--- config.mk ---
export PLATFORM = sky130hd
export DESIGN_NAME = dual_timer_counter_prescaler
export DESIGN_NICKNAME = d
export VERILOG_FILES = /design/src/pkg/timer_pkg.sv /design/src/rtl/dual_timer_counter_prescaler.sv
export SDC_FILE = /design/constraint.sdc
export NUM_CORES = 1
export LEC_CHECK = 0
export ABC_AREA = 1
export BUFFER_PORTS_ARGS = -buffer_cell sky130_fd_sc_hd__buf_2
export CORE_MARGIN = 8
export CORE_UTILIZATION = 45
export CTS_CLUSTER_DIAMETER = 60
export DETAILED_ROUTE_END_ITERATION = 16
export GPL_TIMING_DRIVEN = 0
export PLACE_DENSITY = 0.72
export REMOVE_ABC_BUFFERS = 1
export SKIP_LAST_GASP = 1
export SLEW_MARGIN = 0
export SYNTH_ARGS = -nofsm -noshare
export SYNTH_HDL_FRONTEND = slang
export SYNTH_SLANG_ARGS = --single-unit
--- constraint.sdc ---
create_clock -name mclk -period 1.7 [get_ports mclk]
set_input_delay 0.17 -clock mclk [delete_from_list [all_inputs] [get_ports mclk]]
set_output_delay 0.17 -clock mclk [all_outputs]
set_load 0.03 [all_outputs]
--- src/pkg/timer_pkg.sv ---
// Constants, register map and clock select codes of the dual timer/counter.
// Assumes a 32-bit APB slave port with byte addresses on a word grid.
package timer_pkg;

   // ****************************************************************
   // Bus and register map
   // ****************************************************************
   localparam int ADDR_W = 8;
   localparam logic [ADDR_W-1:0] OFS_TIMER8_CONTROL = 8'h00;
   localparam logic [ADDR_W-1:0] OFS_TIMER8_COUNT = 8'h04;
   localparam logic [ADDR_W-1:0] OFS_TIMER16_CONTROL_A = 8'h08;
   localparam logic [ADDR_W-1:0] OFS_TIMER16_CONTROL_B = 8'h0C;
   localparam logic [ADDR_W-1:0] OFS_TIMER16_COUNT = 8'h10;
   localparam logic [ADDR_W-1:0] OFS_COMPARE_A = 8'h14;
   localparam logic [ADDR_W-1:0] OFS_CAPTURE_VALUE = 8'h18;
   localparam logic [ADDR_W-1:0] OFS_TIMER_IRQ_FLAGS = 8'h1C;
   localparam logic [ADDR_W-1:0] OFS_TIMER_IRQ_MASK = 8'h20;

   // ****************************************************************
   // Field positions
   // ****************************************************************
   localparam int CTRLA_PWM_BIT = 0;
   localparam int CTRLB_FILTER_BIT = 7;
   localparam int CTRLB_EDGE_BIT = 6;
   localparam int CTRLB_CTC_BIT = 3;
   localparam int FLAGS_W = 4;
   localparam int FLAG_OVF8 = 0;
   localparam int FLAG_OVF16 = 1;
   localparam int FLAG_CMPA = 2;
   localparam int FLAG_CAPT = 3;

   // ****************************************************************
   // Prescaler and filter counts
   // ****************************************************************
   localparam int PRE_W = 10;
   localparam int TAP8_BITS = 3;
   localparam int TAP64_BITS = 6;
   localparam int TAP256_BITS = 8;
   localparam int TAP1024_BITS = 10;
   localparam int FILTER_SAMPLES = 4;

   // ****************************************************************
   // Reset values
   // ****************************************************************
   localparam logic [FLAGS_W-1:0] FLAGS_RESET = 4'h0;
   localparam logic [PRE_W-1:0] PRE_RESET = 10'h000;
   localparam logic [31:0] PRDATA_RESET = 32'h0000_0000;

   typedef enum logic [2:0] {
      CS_STOP,
      CS_CLK,
      CS_DIV8,
      CS_DIV64,
      CS_DIV256,
      CS_DIV1024,
      CS_EXT_FALL,
      CS_EXT_RISE
   } clk_sel_t;

endpackage : timer_pkg

--- src/rtl/dual_timer_counter_prescaler.sv ---
// Dual timer/counter: an 8-bit and a 16-bit counter on one 10-bit prescaler,
// with input capture, clear on compare A and an APB register port.
// Assumes pins arrive asynchronous to mclk and an APB3 master on mclk.
`timescale 1ns/1ps
`default_nettype none

module dual_timer_counter_prescaler #(
   parameter int T8_W = 8,
   parameter int T16_W = 16
) (
   // Clock and reset
   input wire logic mclk,
   input wire logic rst,
   // APB slave
   input wire logic psel,
   input wire logic penable,
   input wire logic pwrite,
   input wire logic [timer_pkg::ADDR_W-1:0] paddr,
   input wire logic [31:0] pwdata,
   output logic pready,
   output logic pslverr,
   output logic [31:0] prdata,
   // Pins
   input wire logic timer8_ext_input,
   input wire logic timer16_ext_input,
   input wire logic capture_input_pin,
   // Events towards the interrupt logic
   output logic [timer_pkg::FLAGS_W-1:0] timer_irq_request
);
   import timer_pkg::*;

   // ****************************************************************
   // State
   // ****************************************************************
   typedef struct packed {
      logic [2:0] t8_sel;
      logic [T8_W-1:0] t8_cnt;
      logic pwm_en;
      logic filt_en;
      logic edge_sel;
      logic ctc_en;
      logic [2:0] t16_sel;
      logic [T16_W-1:0] t16_cnt;
      logic [T16_W-1:0] cmp_a;
      logic [T16_W-1:0] cap_val;
      logic [FLAGS_W-1:0] flags;
      logic [FLAGS_W-1:0] mask;
      logic [PRE_W-1:0] pre;
      logic e8_s1;
      logic e8_s2;
      logic e8_s3;
      logic e16_s1;
      logic e16_s2;
      logic e16_s3;
      logic cap_s1;
      logic [FILTER_SAMPLES:0] cap_hist;
      logic t16_moved;
      logic [FLAGS_W-1:0] irq_req;
      logic pready;
      logic pslverr;
      logic [31:0] prdata;
   } state_t;

   state_t st_reg;
   state_t st_next;

   logic xfer;
   logic wr_en;
   logic wr8cnt;
   logic wr16cnt;
   logic [3:0] taps;
   logic tick8;
   logic tick16;
   logic hit;
   logic reload;
   logic cap_trig;
   logic [FLAGS_W-1:0] set_vec;
   logic [FLAGS_W-1:0] clr_vec;

   // Tap choice shared by both counters; external edges come pre-synchronised
   function automatic logic pick_tick(input logic [2:0] sel, input logic [3:0] tp,
                                      input logic rise, input logic fall);
      logic t;
      t = 1'b0;
      unique case (clk_sel_t'(sel))
         CS_STOP: t = 1'b0;
         CS_CLK: t = 1'b1;
         CS_DIV8: t = tp[0];
         CS_DIV64: t = tp[1];
         CS_DIV256: t = tp[2];
         CS_DIV1024: t = tp[3];
         CS_EXT_FALL: t = fall;
         CS_EXT_RISE: t = rise;
      endcase
      return t;
   endfunction : pick_tick

   function automatic logic [31:0] read_mux(input state_t s, input logic [ADDR_W-1:0] a);
      logic [31:0] d;
      d = PRDATA_RESET;
      unique case (a)
         OFS_TIMER8_CONTROL: d[2:0] = s.t8_sel;
         OFS_TIMER8_COUNT: d[T8_W-1:0] = s.t8_cnt;
         OFS_TIMER16_CONTROL_A: d[CTRLA_PWM_BIT] = s.pwm_en;
         OFS_TIMER16_CONTROL_B:
         begin
            d[CTRLB_FILTER_BIT] = s.filt_en;
            d[CTRLB_EDGE_BIT] = s.edge_sel;
            d[CTRLB_CTC_BIT] = s.ctc_en;
            d[2:0] = s.t16_sel;
         end
         OFS_TIMER16_COUNT: d[T16_W-1:0] = s.t16_cnt;
         OFS_COMPARE_A: d[T16_W-1:0] = s.cmp_a;
         OFS_CAPTURE_VALUE: d[T16_W-1:0] = s.cap_val;
         OFS_TIMER_IRQ_FLAGS: d[FLAGS_W-1:0] = s.flags;
         OFS_TIMER_IRQ_MASK: d[FLAGS_W-1:0] = s.mask;
         default: d = PRDATA_RESET;
      endcase
      return d;
   endfunction : read_mux

   function automatic logic is_mapped(input logic [ADDR_W-1:0] a);
      return (a == OFS_TIMER8_CONTROL) || (a == OFS_TIMER8_COUNT) ||
             (a == OFS_TIMER16_CONTROL_A) || (a == OFS_TIMER16_CONTROL_B) ||
             (a == OFS_TIMER16_COUNT) || (a == OFS_COMPARE_A) ||
             (a == OFS_CAPTURE_VALUE) || (a == OFS_TIMER_IRQ_FLAGS) ||
             (a == OFS_TIMER_IRQ_MASK);
   endfunction : is_mapped

   // ****************************************************************
   // Next state
   // ****************************************************************
   always_comb
   begin
      st_next = st_reg;
      // One wait state: pready rises in the second access cycle
      xfer = psel & penable & st_reg.pready;
      wr_en = xfer & pwrite & is_mapped(paddr);
      wr8cnt = wr_en && (paddr == OFS_TIMER8_COUNT);
      wr16cnt = wr_en && (paddr == OFS_TIMER16_COUNT);
      st_next.pready = psel & penable & ~st_reg.pready;
      st_next.pslverr = psel & penable & ~st_reg.pready & ~is_mapped(paddr);
      st_next.prdata = (psel & penable & ~st_reg.pready & ~pwrite) ?
                       read_mux(st_reg, paddr) : PRDATA_RESET;

      // Prescaler runs free, so a tap's first tick after selection may come early
      st_next.pre = st_reg.pre + 1'b1;
      taps[0] = &st_reg.pre[TAP8_BITS-1:0];
      taps[1] = &st_reg.pre[TAP64_BITS-1:0];
      taps[2] = &st_reg.pre[TAP256_BITS-1:0];
      taps[3] = &st_reg.pre[TAP1024_BITS-1:0];

      // Pin synchronisers; the first flop feeds only the second
      st_next.e8_s1 = timer8_ext_input;
      st_next.e8_s2 = st_reg.e8_s1;
      st_next.e8_s3 = st_reg.e8_s2;
      st_next.e16_s1 = timer16_ext_input;
      st_next.e16_s2 = st_reg.e16_s1;
      st_next.e16_s3 = st_reg.e16_s2;
      st_next.cap_s1 = capture_input_pin;
      st_next.cap_hist = {st_reg.cap_hist[FILTER_SAMPLES-1:0], st_reg.cap_s1};

      tick8 = pick_tick(st_reg.t8_sel, taps, st_reg.e8_s2 & ~st_reg.e8_s3,
                        ~st_reg.e8_s2 & st_reg.e8_s3);
      tick16 = pick_tick(st_reg.t16_sel, taps, st_reg.e16_s2 & ~st_reg.e16_s3,
                         ~st_reg.e16_s2 & st_reg.e16_s3);

      set_vec = FLAGS_RESET;
      clr_vec = FLAGS_RESET;

      // 8-bit counter
      if (wr8cnt)
      begin
         st_next.t8_cnt = pwdata[T8_W-1:0];
      end
      else if (tick8)
      begin
         st_next.t8_cnt = st_reg.t8_cnt + 1'b1;
         set_vec[FLAG_OVF8] = &st_reg.t8_cnt;
      end

      // 16-bit counter; compare only counts after a real count step
      hit = st_reg.t16_moved && (st_reg.t16_cnt == st_reg.cmp_a);
      reload = hit && st_reg.ctc_en && !st_reg.pwm_en;
      set_vec[FLAG_CMPA] = hit;
      if (wr16cnt)
      begin
         st_next.t16_cnt = pwdata[T16_W-1:0];
      end
      else if (reload)
      begin
         st_next.t16_cnt = '0;
      end
      else if (tick16)
      begin
         st_next.t16_cnt = st_reg.t16_cnt + 1'b1;
         set_vec[FLAG_OVF16] = &st_reg.t16_cnt;
      end
      st_next.t16_moved = tick16 && !wr16cnt && !reload;

      // Capture: the filter costs three cycles of latency but rejects short glitches
      if (st_reg.filt_en)
      begin
         cap_trig = (st_reg.cap_hist[FILTER_SAMPLES-1:0] == {FILTER_SAMPLES{st_reg.edge_sel}})
                    && (st_reg.cap_hist[FILTER_SAMPLES] != st_reg.edge_sel);
      end
      else
      begin
         cap_trig = (st_reg.cap_hist[0] == st_reg.edge_sel) &&
                    (st_reg.cap_hist[1] != st_reg.edge_sel);
      end
      if (cap_trig)
      begin
         st_next.cap_val = st_reg.t16_cnt;
         set_vec[FLAG_CAPT] = 1'b1;
      end

      // Register writes
      if (wr_en)
      begin
         unique case (paddr)
            OFS_TIMER8_CONTROL: st_next.t8_sel = pwdata[2:0];
            OFS_TIMER16_CONTROL_A: st_next.pwm_en = pwdata[CTRLA_PWM_BIT];
            OFS_TIMER16_CONTROL_B:
            begin
               st_next.filt_en = pwdata[CTRLB_FILTER_BIT];
               st_next.edge_sel = pwdata[CTRLB_EDGE_BIT];
               st_next.ctc_en = pwdata[CTRLB_CTC_BIT];
               st_next.t16_sel = pwdata[2:0];
            end
            OFS_COMPARE_A: st_next.cmp_a = pwdata[T16_W-1:0];
            OFS_TIMER_IRQ_FLAGS: clr_vec = pwdata[FLAGS_W-1:0];
            OFS_TIMER_IRQ_MASK: st_next.mask = pwdata[FLAGS_W-1:0];
            default: st_next.mask = st_reg.mask;
         endcase
      end
      // A new event beats a write-one clear in the same cycle
      st_next.flags = (st_reg.flags & ~clr_vec) | set_vec;
      st_next.irq_req = st_next.flags & st_next.mask;
   end

   // ****************************************************************
   // Registers
   // ****************************************************************
   always_ff @(posedge mclk)
   begin
      if (rst)
      begin
         st_reg <= '0;
      end
      else
      begin
         st_reg <= st_next;
      end
   end

   assign pready = st_reg.pready;
   assign pslverr = st_reg.pslverr;
   assign prdata = st_reg.prdata;
   assign timer_irq_request = st_reg.irq_req;
endmodule : dual_timer_counter_prescaler

`default_nettype wire

==> results.md <==
- Status: finished, violations left
- Failing checks: negative setup slack
- Footprint of the multi-input gates: around 3500 sq um
- Max reg flops: 88
- WL/cell: about 16 um
- Nets: roughly 1,000
- First-pass GRT wire length: 30,000 um
- Layout cells sized above 1: 0.203
- Rel. slew slack: 0.414
- Final hold vios: 0
- Maximum vdd drop: 0.000680 V
- Commonest cells after routing, fill and taps aside: nand2_1 (199), dfxtp_1 (106), inv_1 (104)
- GPL Wtd Cong: roughly 0.90
- Final min period: 1.77 ns
- DP Wirelength: between 10,000 and 15,000 um
- Max-cap violations: 0
- H-tree depth: 4
- Final Cycle Share: 1.04
- Drt pass-1 iters: 6
- Final ANT Viol Nets: 0
- Setup WS pre-CTS: -1.55 ns
- Sequential element share of the synthesized area: 0.374
- Layout area overhead: 22.1%
- Vias: 6,501
- Area leader, netlist: dfxtp_1
- RSZ-0062 raised after global routing: yes
- GRT Overall Usage: 0.206
- Placed Area: roughly 6500 sq um
- Synth Flop Type: dfxtp_1
- Antenna diodes: 0
- Clock tree sinks: 119
- Synth unique cells: 40
- Achievable Freq: 0.566 GHz
- Drt initial violations: between 600 and 700
- Die Wd: 135 um
- Ys async rst share: 0
- DRC Markers: 0
- Initial Utilization: 0.459
- Setup ws final: -0.0653 ns
- Core area: 13,900 sq um
- Die area: around 18,000 sq um
- Final setup viols: 16
- Worst-path clk slew: 0.06 ns
- Synth Warn #: 0
- PortBufs: 53
- Pins over their slew limit: 0
- Via-per-instance ratio: 5.46
- Routed wire length: 19,600 um
- Leakage: 3.36 nW
- Vias in the first global route: 6,025
- Post-Syn Area per Cell: between 6 and 7 sq um
- Synth top area share: 0.374
- Largest net degree at the start of global routing: 55
- Rows: 43
- Seq. cell area: about 2400 sq um
- Final core utilization: 0.560
- GR Overflow Total: 0
- Crit path max fanout: 6
- Post-Synthesis Cells: 946
- Data arrival, critical path: approximately 2.1 ns
- Req. time, crit path: 2.01 ns
- Most common cell after layout, fill and taps aside: nand2_1
- Worst Hold Class: primary input to flop
- Cell Area, Synth: 6370 sq um
- Clock root cell: clkbuf_16
- Path type of the worst setup path: flop to flop
- Ranking of synthesized cells by area: dfxtp_1 (37%), nand2_1 (12%), inv_1 (7.0%), nor2_1 (6.8%), nand3_1 (5.5%)
- CTS tree: built
- Fillers: about 1,300
- Post-Layout Inst Area: 7770 sq um
- Die Ht: 135 um
- # IOs: 86
- CP Launch Type: flop
- Worst slew pin tran: 0.877 ns
- Initial antenna violation count: 0
- Worst Skew: 0.0111 ns
- Clock latency on the worst-skew pair: 0.42 ns
- Power per cell area: 868 nW/um^2
- Clk buf depth: 2
- CTS Buf Count: 17
- #FFs+latches synth: 119
- Crit. End Element: flop
- Post-synth EDFFs: 0
synth_stat cells (all sizes together) (5+ instances only):
cell type	instances
a21oi	64
buf	51
clkbuf	21
dfxtp	119
inv	120
nand2	209
nand3	76
nand4	46
nor2	124
nor3	17
o21ai	45
o221ai	7
o22ai	5
xor2	18
cell type report:
type                            instances  area share
Multi-Input combinational cell        652       0.448
Sequential cell                       119       0.310
Timing Repair Buffer                   83      0.0737
Inverter                              123      0.0623
Clock buffer                           20      0.0575
Tap cell                              180      0.0290
Clock inverter                         12      0.0195
Timing Repair inverter                  1    0.000644
kinds of logic (layout without fill, tap and decap cells):
logic type,after synthesis,count (layout),synth area share
AOI/OAI and AO/OA,134,134,0.117
and+or+nand+nor,473,478,0.331
xor gates and xnor gates,20,20,0.0275
buffers and inverters,195,239,0.142
adders and majority gates,4,4,0.00786
other,1,16,0.000589
DFF,119,119,0.374
through the flow:
step                total power [mW]  hold WS [ns]  TNS (ns)  std cells
floorplan                       3.00         0.237    -43.53        889
finish                          6.75        0.0382    -0.554       1190
CTS                             6.77        0.0311    -0.775       1184
global route                    6.92        0.0454     -3.22       1190
global placement                3.11         0.371   -145.60       1122
detailed placement              3.11         0.379   -120.44       1124
per-layer routing:
layer  share of wire  vias to the layer above  global-route usage  routed length, um
met5               0                        -                   0                  0
met4           0.027                        0              0.0851                535
met3           0.091                       46              0.0494               1780
met2            0.46                      313               0.331               9070
met1            0.42                     3008               0.260               8230
li1                -                     3134                   -                  -
repair_timing:
item / in CTS / in global routing
buffers inserted: 21 / 3
resized for setup: 58 / 57
setup endpoints to repair: 97 / 82
hold buffers: 3 / 0
pin swaps: 18 / 17
hold endpoints to repair: 3 / 0
cloned: 4 / 3
final timing paths:
check | from | end | slack [ns] | depth (start not counted)
worst min-delay path | pwdata[15] | st_reg[100] | 0.04 | 3
worst max register to register | st_reg[108] | st_reg[114] | -0.07 | 11
worst max-delay path | st_reg[108] | st_reg[114] | -0.07 | 11
worst min register to register | st_next[49] | st_next[48] | 0.40 | 2
report_power, final:
group	leakage [nW]	switching [mW]	internal, mW
registers	0.968	0.0124	2.80
logic	2.11	0.204	0.0658
clock network	0.278	1.33	2.34
total	3.36	1.55	5.20
worst max-delay path, stage by stage (launching register included):
cell and delay (ns):
dfxtp_2 0.32, buf_4 0.14, nand2_1 0.08, nand4_1 0.13
nor2_2 0.22, nand4_1 0.14, buf_6 0.16, nand2_2 0.10
nor2_4 0.06, buf_6 0.13, nor2_1 0.13, nor2_1 0.05
Note: power is estimated with default switching activity, not from simulation.
